**config.mk**
```make
export PLATFORM = sky130hd
export DESIGN_NAME = bcp_device_flat
export DESIGN_NICKNAME = d
export VERILOG_FILES = /design/src/bcp_pkg.sv /design/src/bcp_link_if.sv /design/src/bcp_device.sv /design/src/flat_wrapper.sv
export SDC_FILE = /design/constraint.sdc
export NUM_CORES = 1
export LEC_CHECK = 0
export CAP_MARGIN = 20
export CORE_MARGIN = 2
export CORE_UTILIZATION = 45
export CTS_CLUSTER_SIZE = 40
export DETAILED_ROUTE_END_ITERATION = 16
export DONT_BUFFER_PORTS = 1
export PLACE_DENSITY_LB_ADDON = 0.08
export SETUP_SLACK_MARGIN = 0.05
export SYNTH_ARGS = -nofsm -noshare
export SYNTH_HDL_FRONTEND = slang
export SYNTH_SLANG_ARGS = --single-unit
```
**constraint.sdc**
```tcl
create_clock -name i_ref_clk -period 3.6 [get_ports i_ref_clk]
set_clock_uncertainty 0.1 [all_clocks]
set_input_delay 0.18 -clock i_ref_clk [delete_from_list [all_inputs] [get_ports i_ref_clk]]
set_output_delay 0.18 -clock i_ref_clk [all_outputs]
set_load 0.05 [all_outputs]
```
**src/bcp_pkg.sv**
```systemverilog
/*
 * Shared constants and types for the balancer chain command port: command byte layout,
 * balance word layout, check-code polynomial, reset values and link timing.
 * Assumes both ends run on one 20 MHz reference clock and the link clock is sampled.
 */
// Behaviour
// [RQ1] frames run while select low, command byte first
// [RQ2] top five bits must equal chain address
// [RQ3] bits six, seven choose store/readback/status/execute
// [RQ4] host makes command byte parity even
// [RQ5] bad parity stops balancing, ignores frame
// [RQ6] store data must be whole sixteen-bit words
// [RQ7] discarded store clears pending, execute then idles
// [RQ8] first word reaches top device, msb first
// [RQ9] word: six two-bit fields then check code
// [RQ10] field: idle, nonsync, sync discharge, charge
// [RQ11] sync discharge primary first, charge secondary first
// [RQ12] nonsync: no secondary drive, wait volt-second timer
// [RQ13] single transformer rejects multi-balancer commands
// [RQ14] crc4 x^4+x+1 over sixteen bits, zero valid
// [RQ15] host sends check bits inverted
// [RQ16] bad check clears pending, execute then idles
// [RQ17] readback returns latched message plus inverted crc
// [RQ18] status word twelve bits plus inverted crc
// [RQ19] gate drive ok only for executed balancers
// [RQ20] fault-free bits only after active execute
// [RQ21] status bits ten to twelve read zero
// [RQ22] pending command resets to 0x000F
// [RQ23] execute runs last good command, ignores data
// [RQ24] chain forms one long shift register; data_to_host carries only this device's own reply, never the shifted-in bits
package bcp_pkg;
	localparam logic [4:0]  CHAIN_ADDR      = 5'h15;
	localparam int          CMD_BITS        = 8;
	localparam int          WORD_BITS       = 16;
	localparam int          MSG_BITS        = 12;
	localparam int          CRC_BITS        = 4;
	localparam int          NUM_BAL         = 6;
	localparam logic [15:0] PENDING_RESET   = 16'h000F;
	localparam logic [3:0]  CRC_POLY_LOW    = 4'h3;
	localparam logic [3:0]  CRC_INVERT      = 4'hF;
	localparam logic [1:0]  OP_STORE        = 2'h0;
	localparam logic [1:0]  OP_READBACK     = 2'h1;
	localparam logic [1:0]  OP_STATUS       = 2'h2;
	localparam logic [1:0]  OP_EXECUTE      = 2'h3;
	localparam logic [1:0]  BAL_IDLE        = 2'h0;
	localparam logic [1:0]  BAL_NONSYNC     = 2'h1;
	localparam logic [1:0]  BAL_SYNC        = 2'h2;
	localparam logic [1:0]  BAL_CHARGE      = 2'h3;
	localparam int          CLK_HZ          = 20_000_000;
	localparam int          LINK_HALF_NS    = 200;
	localparam int          LINK_HALF_CYC   = (LINK_HALF_NS * (CLK_HZ / 1_000_000) + 999) / 1000;
	localparam int          CS_SETUP_CYC    = LINK_HALF_CYC;

	typedef enum logic [1:0] {
		BCP_PH_IDLE,
		BCP_PH_PRI,
		BCP_PH_SEC,
		BCP_PH_WAIT
	} bcp_phase_t;

	// crc4 over n msb-first bits, remainder only
	function automatic logic [3:0] bcp_crc4(input logic [15:0] data, input int nbits);
		logic [3:0] r;
		logic       fb;
		r = 4'h0;
		for (int i = 15; i >= 0; i--) begin
			if (i < nbits) begin
				fb = r[3] ^ data[i];
				r  = {r[2:0], 1'b0} ^ (fb ? CRC_POLY_LOW : 4'h0);
			end
		end
		return r;
	endfunction

	function automatic logic [15:0] bcp_seal(input logic [11:0] msg);
		return {msg, bcp_crc4({4'h0, msg}, MSG_BITS) ^ CRC_INVERT};
	endfunction
endpackage

```
**src/bcp_link_if.sv**
```systemverilog
/*
 * Serial link between host and one device end: select, clock, data each way.
 * Assumes the bench joins further devices itself for a longer chain.
 */
`timescale 1ns/1ps
interface bcp_link_if;
	logic chain_select_in_n;
	logic serial_clock_in;
	logic data_to_dev;
	logic data_to_host;

	modport host (
		output chain_select_in_n,
		output serial_clock_in,
		output data_to_dev,
		input  data_to_host
	);
	modport dev (
		input  chain_select_in_n,
		input  serial_clock_in,
		input  data_to_dev,
		output data_to_host
	);
endinterface

```
**src/bcp_device.sv**
```systemverilog
/*
 * Device end: samples the link, decodes the command byte, stores/reads/executes
 * balance words, and steps a simple per-balancer phase model.
 * Assumes link pins are asynchronous to i_ref_clk and analog comparators arrive as levels.
 */
// The address-and-strobe port and the register offsets are this design's own decisions.
`timescale 1ns/1ps
module bcp_device
	import bcp_pkg::*;
(
	input  wire logic                 i_ref_clk,
	input  wire logic                 i_nrst,
	bcp_link_if.dev                   link,
	input  wire logic                 i_single_xfmr,
	input  wire logic [NUM_BAL-1:0]   i_peak_hit,
	input  wire logic [NUM_BAL-1:0]   i_zero_hit,
	input  wire logic [NUM_BAL-1:0]   i_volt_sec_done,
	input  wire logic [NUM_BAL-1:0]   i_gate_ok,
	input  wire logic                 i_cells_ok,
	input  wire logic                 i_sec_ok,
	input  wire logic                 i_temp_ok,
	output logic      [NUM_BAL-1:0]   o_pri_gate,
	output logic      [NUM_BAL-1:0]   o_sec_gate,
	output logic      [NUM_BAL-1:0]   o_zero_sense_en,
	output logic      [15:0]          o_pending,
	output logic      [11:0]          o_running
);
	logic [1:0]  cs_sync_ff, sck_sync_ff, sdi_sync_ff;
	logic        sck_prev_ff;
	logic [7:0]  cmd_ff;
	logic [4:0]  bit_cnt_ff;
	logic        cmd_done_ff;
	logic        ignore_ff;
	logic [1:0]  op_ff;
	logic [15:0] shift_ff;
	logic        words_ok_ff;
	logic [15:0] pending_ff;
	logic [11:0] running_ff;
	logic [15:0] out_ff;
	logic        sdo_ff;
	logic        executed_ff;
	bcp_phase_t  phase_ff [NUM_BAL];

	// comparator and strap levels come from the power stage, off this clock
	typedef struct packed {
		logic               single_xfmr;
		logic [NUM_BAL-1:0] peak_hit;
		logic [NUM_BAL-1:0] zero_hit;
		logic [NUM_BAL-1:0] volt_sec_done;
		logic [NUM_BAL-1:0] gate_ok;
		logic               cells_ok;
		logic               sec_ok;
		logic               temp_ok;
	} bcp_levels_t;
	bcp_levels_t        lvl_s1_ff, lvl_s2_ff;
	logic [NUM_BAL-1:0] act_mask;
	logic [NUM_BAL-1:0] gate_ok_msb;

	wire cs_n   = cs_sync_ff[1];
	wire sck    = sck_sync_ff[1];
	wire sdi    = sdi_sync_ff[1];
	wire rise   = sck & ~sck_prev_ff & ~cs_n;
	wire fall   = ~sck & sck_prev_ff & ~cs_n;
	wire [7:0]  nxt_cmd   = {cmd_ff[6:0], sdi};
	wire [15:0] nxt_shift = {shift_ff[14:0], sdi};

	function automatic logic multi_active(input logic [11:0] m);
		int n;
		n = 0;
		for (int i = 0; i < NUM_BAL; i++) begin
			if (m[2*i +: 2] != BAL_IDLE)
				n++;
		end
		return n > 1;
	endfunction

	// check bits travel inverted, so an all-zero word never passes
	wire store_good = (bcp_crc4({nxt_shift[15:4], nxt_shift[3:0] ^ CRC_INVERT}, WORD_BITS) == 4'h0) //RQ14
		&& !(lvl_s2_ff.single_xfmr && multi_active(nxt_shift[15:4])); //RQ13

	// only the second stage feeds logic
	always_ff @(posedge i_ref_clk) begin
		if (!i_nrst) begin
			cs_sync_ff  <= 2'b11;
			sck_sync_ff <= 2'b00;
			sdi_sync_ff <= 2'b00;
			sck_prev_ff <= 1'b0;
			lvl_s1_ff   <= '0;
			lvl_s2_ff   <= '0;
		end else begin
			cs_sync_ff  <= {cs_sync_ff[0], link.chain_select_in_n};
			sck_sync_ff <= {sck_sync_ff[0], link.serial_clock_in};
			sdi_sync_ff <= {sdi_sync_ff[0], link.data_to_dev};
			sck_prev_ff <= sck;
			lvl_s1_ff   <= {i_single_xfmr, i_peak_hit, i_zero_hit, i_volt_sec_done,
				i_gate_ok, i_cells_ok, i_sec_ok, i_temp_ok};
			lvl_s2_ff   <= lvl_s1_ff;
		end
	end

	// frame decoding and pending register
	always_ff @(posedge i_ref_clk) begin
		if (!i_nrst) begin
			cmd_ff      <= 8'h00;
			bit_cnt_ff  <= 5'd0;
			cmd_done_ff <= 1'b0;
			ignore_ff   <= 1'b0;
			op_ff       <= OP_STORE;
			shift_ff    <= 16'h0000;
			words_ok_ff <= 1'b1;
			pending_ff  <= PENDING_RESET; //RQ22
			running_ff  <= 12'h000;
			executed_ff <= 1'b0;
		end else if (cs_n) begin //RQ1
			// a store ending mid-word is discarded at frame end
			if (cmd_done_ff && !ignore_ff && op_ff == OP_STORE && (bit_cnt_ff != 5'd0 || !words_ok_ff))
				pending_ff <= 16'h0000; //RQ6 RQ7
			cmd_done_ff <= 1'b0;
			ignore_ff   <= 1'b0; //RQ2
			bit_cnt_ff  <= 5'd0;
			words_ok_ff <= 1'b1;
		end else if (rise && !cmd_done_ff) begin
			cmd_ff     <= nxt_cmd;
			bit_cnt_ff <= bit_cnt_ff + 5'd1;
			if (bit_cnt_ff == 5'(CMD_BITS - 1)) begin
				cmd_done_ff <= 1'b1;
				bit_cnt_ff  <= 5'd0;
				op_ff       <= nxt_cmd[2:1]; //RQ3
				shift_ff    <= (nxt_cmd[2:1] == OP_READBACK) ? bcp_seal(pending_ff[15:4]) : 16'h0000;
				if (^nxt_cmd) begin
					ignore_ff  <= 1'b1; //RQ5
					running_ff <= 12'h000; //RQ5
				end else if (nxt_cmd[7:3] != CHAIN_ADDR) begin
					ignore_ff <= 1'b1; //RQ2
				end else if (nxt_cmd[2:1] == OP_EXECUTE) begin
					running_ff  <= pending_ff[15:4]; //RQ23 RQ7 RQ16
					executed_ff <= 1'b1;
					ignore_ff   <= 1'b1; //RQ23
				end
			end
		end else if (rise && !ignore_ff) begin
			shift_ff   <= nxt_shift; //RQ24
			bit_cnt_ff <= (bit_cnt_ff == 5'(WORD_BITS - 1)) ? 5'd0 : bit_cnt_ff + 5'd1;
			if (op_ff == OP_STORE && bit_cnt_ff == 5'(WORD_BITS - 1)) begin
				// last full word held when select rises is ours
				pending_ff  <= store_good ? nxt_shift : 16'h0000; //RQ8 RQ16
				words_ok_ff <= store_good;
			end
		end
	end

	// vectors index balancer one at bit 0, the status word lists it first
	always_comb begin
		for (int i = 0; i < NUM_BAL; i++) begin
			act_mask[i]              = running_ff[11-2*i -: 2] != BAL_IDLE;
			gate_ok_msb[NUM_BAL-1-i] = lvl_s2_ff.gate_ok[i] && act_mask[i]; //RQ19
		end
	end
	wire [11:0] status_msg = {gate_ok_msb, {3{executed_ff && running_ff != 12'h000}} & //RQ19 RQ20
		{lvl_s2_ff.cells_ok, lvl_s2_ff.sec_ok, lvl_s2_ff.temp_ok}, 3'b000}; //RQ21

	// output shift: own word first, then idle-high ones shifted in behind it
	always_ff @(posedge i_ref_clk) begin
		if (!i_nrst) begin
			out_ff <= 16'h0000;
			sdo_ff <= 1'b1;
		end else if (cs_n) begin
			sdo_ff <= 1'b1;
		end else if (rise && bit_cnt_ff == 5'(CMD_BITS - 1) && !cmd_done_ff) begin
			out_ff <= (nxt_cmd[2:1] == OP_STATUS) ? bcp_seal(status_msg) : bcp_seal(pending_ff[15:4]); //RQ17 RQ18
		end else if (fall && cmd_done_ff && !ignore_ff && op_ff != OP_STORE) begin
			sdo_ff <= out_ff[15];
			out_ff <= {out_ff[14:0], 1'b1};
		end
	end
	assign link.data_to_host = sdo_ff;

	// per-balancer power phase model
	always_ff @(posedge i_ref_clk) begin
		if (!i_nrst) begin
			for (int i = 0; i < NUM_BAL; i++)
				phase_ff[i] <= BCP_PH_IDLE;
		end else begin
			for (int i = 0; i < NUM_BAL; i++) begin
				unique case (phase_ff[i])
					BCP_PH_IDLE: if (act_mask[i]) phase_ff[i] <= BCP_PH_PRI;
					BCP_PH_PRI: begin
						if (!act_mask[i])
							phase_ff[i] <= BCP_PH_IDLE;
						else if (lvl_s2_ff.peak_hit[i])
							phase_ff[i] <= (running_ff[11-2*i -: 2] == BAL_NONSYNC) ? BCP_PH_WAIT : BCP_PH_SEC;
					end
					BCP_PH_SEC: if (!act_mask[i] || lvl_s2_ff.zero_hit[i]) phase_ff[i] <= BCP_PH_PRI; //RQ11
					BCP_PH_WAIT: if (!act_mask[i] || lvl_s2_ff.volt_sec_done[i]) phase_ff[i] <= BCP_PH_PRI; //RQ12
				endcase
			end
		end
	end

	// first phase drives the switch that ramps to peak
	always_comb begin
		for (int i = 0; i < NUM_BAL; i++) begin
			logic [1:0] f;
			f = running_ff[11-2*i -: 2]; //RQ9 RQ10
			o_pri_gate[i] = (f == BAL_CHARGE) ? phase_ff[i] == BCP_PH_SEC : phase_ff[i] == BCP_PH_PRI && act_mask[i]; //RQ11
			o_sec_gate[i] = (f == BAL_CHARGE) ? phase_ff[i] == BCP_PH_PRI && act_mask[i]
				: (f == BAL_SYNC) && phase_ff[i] == BCP_PH_SEC; //RQ12
			o_zero_sense_en[i] = act_mask[i] && f != BAL_NONSYNC; //RQ12
		end
	end

	assign o_pending = pending_ff;
	assign o_running = running_ff;
endmodule

```
**src/flat_wrapper.sv**
```systemverilog
// flat-port wrapper written by rule: the top's interface ports become plain ports
module bcp_device_flat import bcp_pkg::*;
  (i_ref_clk, i_nrst, i_single_xfmr, i_peak_hit, i_zero_hit, i_volt_sec_done, i_gate_ok, i_cells_ok, i_sec_ok, i_temp_ok, o_pri_gate, o_sec_gate, o_zero_sense_en, o_pending, o_running, link_chain_select_in_n, link_serial_clock_in, link_data_to_dev, link_data_to_host);
  bcp_link_if link_i ();
  input  wire logic i_ref_clk;
  input  wire logic i_nrst;
  input  wire logic i_single_xfmr;
  input  wire logic [NUM_BAL-1:0] i_peak_hit;
  input  wire logic [NUM_BAL-1:0] i_zero_hit;
  input  wire logic [NUM_BAL-1:0] i_volt_sec_done;
  input  wire logic [NUM_BAL-1:0] i_gate_ok;
  input  wire logic i_cells_ok;
  input  wire logic i_sec_ok;
  input  wire logic i_temp_ok;
  output logic      [NUM_BAL-1:0] o_pri_gate;
  output logic      [NUM_BAL-1:0] o_sec_gate;
  output logic      [NUM_BAL-1:0] o_zero_sense_en;
  output logic      [15:0] o_pending;
  output logic      [11:0] o_running;
  input wire logic [$bits(link_i.chain_select_in_n)-1:0] link_chain_select_in_n;
  input wire logic [$bits(link_i.serial_clock_in)-1:0] link_serial_clock_in;
  input wire logic [$bits(link_i.data_to_dev)-1:0] link_data_to_dev;
  output wire logic [$bits(link_i.data_to_host)-1:0] link_data_to_host;
  assign link_i.chain_select_in_n = link_chain_select_in_n;
  assign link_i.serial_clock_in = link_serial_clock_in;
  assign link_i.data_to_dev = link_data_to_dev;
  assign link_data_to_host = link_i.data_to_host;
  bcp_device u_core (.i_ref_clk(i_ref_clk), .i_nrst(i_nrst), .link(link_i), .i_single_xfmr(i_single_xfmr), .i_peak_hit(i_peak_hit), .i_zero_hit(i_zero_hit), .i_volt_sec_done(i_volt_sec_done), .i_gate_ok(i_gate_ok), .i_cells_ok(i_cells_ok), .i_sec_ok(i_sec_ok), .i_temp_ok(i_temp_ok), .o_pri_gate(o_pri_gate), .o_sec_gate(o_sec_gate), .o_zero_sense_en(o_zero_sense_en), .o_pending(o_pending), .o_running(o_running));
endmodule
```
; Word-level counts from Yosys, hierarchy flattened
; Memory sizes are Yosys's and may differ from the RTL's.
; Cells that the tools add are included.
[totals]
register_bits = 141
ramBits = 12
inputBits = 33
out_inout_bits = 47
memories = 1
wordCells = 710
[memory_table]
columns = name, depth, width, read_ports, rd_clocked_by_memory_dff, wr, line
row1 = u_core.phase_ff, 6, 2, 6, 0, 6, bcp_device.sv:42  ; bcp_phase_t phase_ff [NUM_BAL];
[classes]
n_lt_le_gt_ge = 1
add_sub_neg = 6
reduce_logical = 103
mux = 375
n_bitwise = 140
eq_ne = 52
[op_table]
columns = cell, n
row1 = 4-bit two-way mux, 120
row2 = 4-bit XOR, 48
row3 = 2-bit two-way mux, 81
row4 = 32-bit by 2-bit adder with 32-bit output (second input constant), 5
row5 = 32-bit two-way mux, 5
row6 = 1-bit two-way mux, 149
row7 = 16-bit two-way mux, 9
row8 = 15-bit two-way mux, 4
row9 = 2-bit equality test (second input constant), 26
row10 = 1-bit XOR, 44
row11 = 1-bit logical AND, 38
row12 = 12-bit two-way mux, 3
row13 = 2-bit nonzero test, 18
row14 = 32-bit by 2-bit greater-than comparator with 1-bit output (second input constant), 1
row15 = 1-bit OR, 30
row16 = 2-bit by 1-bit equality test with 1-bit output (second input constant), 13
row17 = 5-bit two-way mux, 4
row18 = 2-bit by 1-bit != test with 1-bit output (second input constant), 8
row19 = 4-bit NOT, 4
row20 = 2-bit logical NOT, 7
row21 = 1-bit logical OR, 13
row22 = 3-bit AND reduction, 4
row23 = 12-bit nonzero test, 1
row24 = 1-bit logical NOT, 10
row25 = 18 further kinds, 32

; Depth between registers and ports, before layout
; Gate-level depths: netlist (run 1).
[depth]
ltp_word = 88
mapped_depth = 16
depth_no_buf = 15

; Least setup slack after synthesis (run 1)
; Ideal clock, no wire load.
[synth_timing]
kind = reg-to-reg
startpoint = register u_core.shift_ff[8]
endpoint = register u_core.pending_ff[12], in the netlist u_core.o_pending[12]
synth_period_minus_slack_ns = 3.533
setup_time_ns = 0.067
t_required_ns = 3.433
arrival_ns = 3.365
stages_incl_launch_ff = 17
path_buffers = 2
setup_slack_ns = 0.067
cell_sequence = dfxtp_1 -> buf_2 -> or2_2 -> or3_1 -> a21boi_0 -> xnor2_1 -> mux2_2 -> ha_1 -> o21ai_0 -> a22oi_4 -> ha_1 -> o31ai_1 -> a21oi_1 -> o21ai_0 -> o2111ai_4 -> buf_6 -> o21ai_2
[synth_between]
elab_chain_len = 25
elab_cells_between_ends = 42
classes_between = add/sub (3) / order compare (1) / mux (16) / bitwise (17) / reduce/logical (5)
[synth_rtl]
columns = item, line
row1 = "start, declared", bcp_device.sv:35  ; logic [15:0] shift_ff;
row2 = "start signal, assigned", bcp_device.sv:129  ; shift_ff <= (nxt_cmd[2:1] == OP_READBACK) ? bcp_seal(pending_ff[15:4]) : 16'h0000;
row3 = "start signal, assigned", bcp_device.sv:142  ; shift_ff <= nxt_shift;
row4 = "parallel branches: the longest is 19 deep, another holds 32-bit by 2-bit adder with 32-bit output", --
row5 = 1-bit logical AND *, bcp_device.sv:79  ; && !(lvl_s2_ff.single_xfmr && multi_active(nxt_shift[15:4]));
row6 = 16-bit two-way mux *, bcp_device.sv:146  ; pending_ff <= store_good ? nxt_shift : 16'h0000;
row7 = 16-bit two-way mux *, bcp_device.sv:144  ; if (op_ff == OP_STORE && bit_cnt_ff == 5'(WORD_BITS - 1)) begin
row8 = 16-bit two-way mux *, bcp_device.sv:141  ; end else if (rise && !ignore_ff) begin
row9 = 16-bit two-way mux *, bcp_device.sv:122  ; end else if (rise && !cmd_done_ff) begin
row10 = 16-bit two-way mux *, bcp_device.sv:114  ; end else if (cs_n) begin
row11 = "end signal, assigned", bcp_device.sv:146
row12 = "end, declared", bcp_device.sv:37  ; logic [15:0] pending_ff;
; Mark *: on every way between the ends. The select of a mux whose other input is x is not followed.
; A chain may end at the register's enable or synchronous reset.

; Worst setup path in the final report (run 1)
[layout_timing]
startpoint = register u_core.shift_ff[7]
endpoint = register u_core.pending_ff[1], in the netlist u_core.o_pending[1]
[layout_between]
elab_chain_len = 22
elab_cells_between_ends = 39
classes_between = add/sub (3) / order compare (1) / mux (15) / bitwise (15) / reduce/logical (5)
[layout_rtl]
columns = item, line
row1 = "parallel branches: the longest is 16 deep, another holds 32-bit by 2-bit adder with 32-bit output", --
row2 = 1-bit logical AND *, bcp_device.sv:79
row3 = 16-bit two-way mux *, bcp_device.sv:146
row4 = 16-bit two-way mux *, bcp_device.sv:144
row5 = 16-bit two-way mux *, bcp_device.sv:141
row6 = 16-bit two-way mux *, bcp_device.sv:122
row7 = 16-bit two-way mux *, bcp_device.sv:114
; Marked as above.

==> impl_metrics.csv, run 1 <==
group,metric,value,unit
layout,layout-drive-gt1-share,0.135,
layout,syn2layout_area_growth,17.7,%
floorplanning,fp.coreArea,0.0160,sq mm
grt,grt_usage,0.201,
route,wl_per_cell,16.5,um
synth,synth_seq_area_share,0.428,
layout,final_common_cell,"dfxtp_1",
clock_tree,cts_made_buffers,17,
min_path,hold_path.class,"in2reg",
synth,avgSynthCellArea,9.19,sq um
status,outcome,"complete, no violations",
timing,worst_slack,0.156,ns
critical_path,crit_required,3.84,ns
route,vias,5781,
route,drtIter0Drc,397,
critical_path,crit_path_end,"u_core.o_pending[1]",
synth,yosys.area.top_type_share,0.380,
floorplanning,die_h,133,um
placed_design,hpwl,11.5,mm
synth,netlist_area,0.00744,sq mm
timing,tightest_slew,1.11,ns
floorplanning,die_width,133,um
critical_path,r2r_end,"u_core.o_pending[1]",
clock_tree,cts.clk_slew.worst_paths,0.06,ns
synth,synthArstFlopShare,0,
timing,post-route-period-util,0.957,
critical_path,setup.worst_path.start_class,"flop",
power_and_ir_drop,irDropWorstVdd,0.317,mV
grt,grt_max_degree,153,
layout,diodes,0,
critical_path,worst_setup_path_end_kind,"flop",
synth,synth_fp_nets,852,
synth,synth.area.top_cells,"dfxtp_1, and2_1, xnor2_1",
timing,fmax,290,MHz
synth,synth_cell_types,62,
critical_path,r2r-start,"u_core.shift_ff[7]",
placed_design,io_buffers,0,
synth,synth_enable_flop_cells,12,
power_and_ir_drop,power.leakage,3.40,nW
critical_path,r2r_cells,15,
route,vias_per_cell,5.45,
synth,synth_ff_type,"dfxtp_1",
clock_tree,cts_buffer_depth,2,
route,drc,0,
synth,syn_inst,809,
clock_tree,clock_latency,0.43,ns
clock_tree,cts_sinks,153,
power_and_ir_drop,fin_total_pwr,3.82,mW
synth,yosysTopAreaCell,"dfxtp_1",
grt,grt_pass1_vias,5583,
timing,finalSetupTns,0,ns
critical_path,cp-startpoint,"u_core.shift_ff[7]",
timing,maxSlewHeadroom,0.256,
route,ant_nets,0,
placed_design,gp_congestion,0.784,
placed_design,place_ws,-0.0840,ns
critical_path,r2r_setup_slack,0.16,ns
floorplanning,dieArea,0.0176,sq mm
timing,finalCriticalPeriod,3.44,ns
critical_path,critical_path_arrival,3.68,ns
grt,gr-total-overflow,0,
route,routed_wl,17.5,mm
synth,ys_seq_elements,153,
route,dr.pass1.iters,6,
clock_tree,htreeDepth,4,
timing,finalHoldViolCount,0,
layout,multi_input_area,0.00397,sq mm
floorplanning,initial_core_util,0.465,
power_and_ir_drop,powerDensity,436,mW/mm^2
synth,yosys_warnings,0,
clock_tree,cts_tree,"done",
critical_path,crit_type,"reg2reg",
flow_run,maxCapViolCount,0,
layout,num-nets-final,875,
clock_tree,root_buffer,"clkbuf_16",
grt,antenna_found_initial,0,
layout,final_cell_mix,"dfxtp_1, nand2_1, and2_1",
timing,final_max_slew_viol_count,0,
floorplanning,fp-row-count,46,
timing,finalSetupViolCount,0,
grt,grt_pass1_wl,28.6,mm
critical_path,path_max_fanout,7,
layout,fill_cells,1450,
floorplanning,ioPinCount,80,
layout,ff_latch_area,0.00318,sq mm
flip-flops by register name, summed over array words and instances (netlist names), 2 cells and up:
name / flops
u_core.bit_cnt_ff: 5
u_core.out_ff: 16
u_core.sck_sync_ff: 2
u_core.cs_sync_ff: 2
u_core.cmd_ff: 7
u_core.o_running: 12
u_core.phase_ff: 12
u_core.lvl_s1_ff: 28
u_core.lvl_s2_ff: 28
u_core.shift_ff: 15
u_core.o_pending: 16
u_core.sdi_sync_ff: 2
u_core.op_ff: 2
kinds of logic (layout without fill, tap and decap cells):
family,Yosys count,in the layout,share of synthesized area
simple gates,293,293,0.207
compound gates,193,193,0.190
flops,153,153,0.428
buf+inv,85,121,0.0451
xor+xnor,61,61,0.0910
mux,14,14,0.0220
fa+ha+maj,10,10,0.0168
per-layer routing:
metal | routed length [um] | GRT usage
met2 | 8380 | 0.330
met5 | 0 | 0
met3 | 756 | 0.0391
met4 | 265 | 0.0747
met1 | 8080 | 0.263
how the worst min path moves through the flow:
stage                           end  slack (ns)              startpoint  depth (start not counted)
3_5_place_dp   u_core.cs_sync_ff[0]        0.17                  i_nrst                          1
4_1_cts        u_core.cs_sync_ff[1]        0.09                  i_nrst                          2
6_report       u_core.cs_sync_ff[1]        0.02                  i_nrst                          2
2_1_floorplan  u_core.cs_sync_ff[0]        0.18  link_chain_select_in_n                          1
5_1_grt        u_core.cs_sync_ff[1]        0.13                  i_nrst                          2
3_3_place_gp   u_core.cs_sync_ff[0]        0.17                  i_nrst                          1
critical path, stage by stage (launching register included):
cell	delay, ns
dfxtp_1	0.30
or2_2	0.31
or3_4	0.40
a21boi_1	0.15
xnor2_1	0.14
mux2_2	0.27
ha_1	0.29
o21ai_2	0.07
a22oi_4	0.19
ha_4	0.24
o31ai_2	0.20
a21oi_1	0.08
o21ai_2	0.08
o2111ai_4	0.18
buf_12	0.19
o31ai_2	0.16
layout make-up:
| type | instances | share of cell area |
|---|---|---|
| timing repair buffer | 72 | 0.0757 |
| clock inverter | 13 | 0.0177 |
| inverter | 17 | 0.00729 |
| clock buffer | 19 | 0.0519 |
| multi-input combinational | 571 | 0.453 |
| tap | 216 | 0.0309 |
| sequential | 153 | 0.364 |
repair_timing:
action / 4_1_cts / 5_1_grt
resized for setup: 3 / 9
buffers inserted: 2 / 1
pin swaps: 2 / 3
hold buffers: 32 / 0
endpoints found under the hold margin: 160 / 0
setup endpoints to repair: 13 / 17
synthesized netlist by cell type, types with 4 or more instances:
cell type  instances
a22oi_1           12
xnor3_1            6
and2_1            62
buf_2              7
a31oi_1            6
o21ai_0           40
mux2i_1            4
nor2b_1           28
nand3b_1           6
nor2_1            61
o211ai_1          14
clkbuf_1          58
inv_1             17
a21boi_0          19
o221ai_1          12
mux2_2             9
nor3b_1           13
and3_1             4
nand3_1            5
o31ai_1            4
nand2_1           67
dfxtp_1          141
nor3_1            16
a221o_1            9
nand2b_1          13
a21oi_1           28
xnor2_1           42
edfxtp_1          12
o21ai_2           10
o211a_1           15
ha_1              10
a211o_1            5
o311ai_0           4
xor2_1             9
through the flow:
stage                     hold slack [ns]  utilization  cell area, sq um  std cells
final                              0.0232        0.547              8750       1061
after global routing                0.131        0.547              8750       1061
after CTS                          0.0869        0.544              8700       1060
after detailed placement            0.171        0.483              7720        994
after global placement              0.170        0.483              7720        994
after floorplan                     0.181            -              7440        809
power by group:
group	total [mW]	leakage [nW]	internal (mW)	switching, mW
logic	0.158	1.82	0.0856	0.0727
clock network	1.85	0.296	1.08	0.767
registers	1.81	1.28	1.77	0.0400
No activity file was read; power rests on OpenSTA's default activity.
==> run 2: changes to the inputs <==
--- a/config.mk
+++ b/config.mk
@@ -8,11 +8,10 @@
 export CAP_MARGIN = 20
 export CORE_MARGIN = 2
 export CORE_UTILIZATION = 45
-export CTS_CLUSTER_SIZE = 40
 export DETAILED_ROUTE_END_ITERATION = 16
 export DONT_BUFFER_PORTS = 1
 export PLACE_DENSITY_LB_ADDON = 0.08
-export SETUP_SLACK_MARGIN = 0.05
+export SETUP_SLACK_MARGIN = 0.3
 export SYNTH_ARGS = -nofsm -noshare
 export SYNTH_HDL_FRONTEND = slang
 export SYNTH_SLANG_ARGS = --single-unit
==> run 2 against run 1 <==
  * Wire length decreased by 2.1%
  * Global-route usage decreased by 0.45 points
  * Register-to-register slack improved by 0.10 ns
  * Fmax increased by 3.1%
  * Clock power about the same
  * Core utilization increased by 0.30 points
  * Largest power group unchanged
  * Highest routed layer unchanged
==> impl_metrics.csv, run 2 (synthesis gave the netlist of run 1 again) <==
group,metric,value,unit
layout,fill_cells,1482,
grt,gr-total-overflow,0,
critical_path,max_stage_delay,0.36,ns
critical_path,crit_required,3.84,ns
min_path,hold_path.class,"in2reg",
route,dr.pass1.iters,4,
critical_path,r2r_end,"u_core.o_pending[3]",
layout,diodes,0,
route,vias,5726,
route,vias_per_cell,5.40,
layout,final_cell_mix,"dfxtp_1, nand2_1, and2_1",
critical_path,crit_slowest_cell,"or3_4",
timing,finalSetupTns,0,ns
route,ant_nets,0,
placed_design,gp_congestion,0.761,
floorplanning,die_h,133,um
floorplanning,fp.coreArea,0.0160,sq mm
timing,finalSetupViolCount,0,
grt,antenna_found_initial,0,
clock_tree,htreeDepth,4,
floorplanning,fp-row-count,46,
layout,multi_input_area,0.00400,sq mm
clock_tree,cts_tree,"done",
timing,fmax,299,MHz
critical_path,cp-startpoint,"u_core.shift_ff[8]",
critical_path,r2r_setup_slack,0.26,ns
timing,maxSlewHeadroom,0.297,
critical_path,path_max_fanout,7,
critical_path,worst_setup_path_end_kind,"flop",
status,outcome,"complete, no violations",
route,wl_per_cell,16.1,um
layout,num-nets-final,875,
power_and_ir_drop,fin_total_pwr,3.80,mW
layout,syn2layout_area_growth,18.4,%
power_and_ir_drop,powerDensity,431,mW/mm^2
timing,finalHoldViolCount,0,
floorplanning,dieArea,0.0176,sq mm
layout,top_regs,"u_core.lvl_s1_ff x28, u_core.lvl_s2_ff x28",
floorplanning,ioPinCount,80,
grt,grt_usage,0.197,
critical_path,r2r-start,"u_core.shift_ff[8]",
placed_design,place_ws,-0.00705,ns
clock_tree,cts_buffer_depth,2,
critical_path,setup.worst_path.start_class,"flop",
critical_path,r2r_cells,15,
timing,hold_ws,0.0238,ns
timing,rsz0062_at_grt,"true",
clock_tree,root_buffer,"clkbuf_16",
critical_path,crit_chain,"or2_4 -> or3_4 -> a21boi_2 -> xnor2_1 -> mux2_4 -> ha_4 -> o21ai_2 -> a22oi_4 -> ha_4 -> o31ai_2 -> a21oi_1 -> o21ai_2 -> o2111ai_4 -> buf_12 -> o31ai_1",
critical_path,crit_type,"reg2reg",
route,routed_wl,17.1,mm
critical_path,crit_family,"compound AO/OA/AOI/OAI gates",
clock_tree,cts.clk_slew.worst_paths,0.07,ns
placed_design,io_buffers,0,
placed_design,post-place-cells,991,
grt,grt_pass1_vias,5466,
power_and_ir_drop,irDropWorstVdd,0.314,mV
timing,final_max_slew_viol_count,0,
layout,instances_no_fill,1061,
clock_tree,clock_latency,0.43,ns
timing,post-route-period-util,0.928,
clock_tree,cts_sinks,153,
placed_design,hpwl,11.7,mm
layout,postLayoutCoreUtil,0.550,
grt,grt_max_degree,153,
timing,tightest_slew,1.05,ns
clock_tree,cts_made_buffers,17,
floorplanning,die_width,133,um
timing,worst_slack,0.260,ns
critical_path,critical_path_arrival,3.58,ns
layout,ff_latch_area,0.00319,sq mm
route,drc,0,
critical_path,cp_num_buf_inv,1,
layout,design_area,0.00880,sq mm
placed_design,place_area,0.00771,sq mm
flow_run,maxCapViolCount,0,
layout,final_common_cell,"dfxtp_1",
min_path,hold_start,"i_nrst",
floorplanning,initial_core_util,0.465,
grt,grt_pass1_wl,28.0,mm
critical_path,crit_path_end,"u_core.o_pending[3]",
layout,layout-drive-gt1-share,0.146,
power_and_ir_drop,power.leakage,3.42,nW
critical_path,crit_cells,15,
timing,finalCriticalPeriod,3.34,ns
route,drtIter0Drc,324,
==> run 2: cell types whose count changed in the layout (fill, tap and decap cells not counted), sizes merged <==
cell and delta:
bufinv -1, clkbuf -2, clkinv +7, clkinvlp -2
inv -2
==> run 2: layer usage <==
layer  vias to the layer above  GRT usage  wire, um
met5                         -          0         0
met4                         0     0.0568       193
met3                        16     0.0460       703
met2                       111      0.330      8380
met1                      2743      0.254      7830
li1                       2856          -         -
==> run 2: worst min-delay path by stage <==
stage                           end  cells past startpoint
2_1_floorplan  u_core.cs_sync_ff[0]                      1
3_3_place_gp   u_core.cs_sync_ff[1]                      1
3_5_place_dp   u_core.cs_sync_ff[0]                      1
4_1_cts        u_core.cs_sync_ff[1]                      2
5_1_grt        u_core.cs_sync_ff[1]                      2
6_report       u_core.cs_sync_ff[1]                      2
==> run 2: timing repair <==
action	4_1_cts	5_1_grt
endpoints found under the hold margin	158	0
gates resized for setup	7	11
buffers inserted	4	1
pin swaps	6	8
endpoints found under the setup margin	17	17
cloned	0	1
hold buffers	32	0
==> run 2: area by class of cell <==
type,count,share of cell area
Timing Repair Buffer,72,0.0740
Inverter,17,0.00725
Sequential cell,153,0.362
Clock inverter,15,0.0230
Clock buffer,17,0.0483
Multi-Input combinational cell,571,0.455
Tap cell,216,0.0307
==> run 2: power by group <==
group	switching (mW)	internal [mW]
clock network	0.830	1.01
registers	0.0400	1.77
logic	0.0702	0.0856
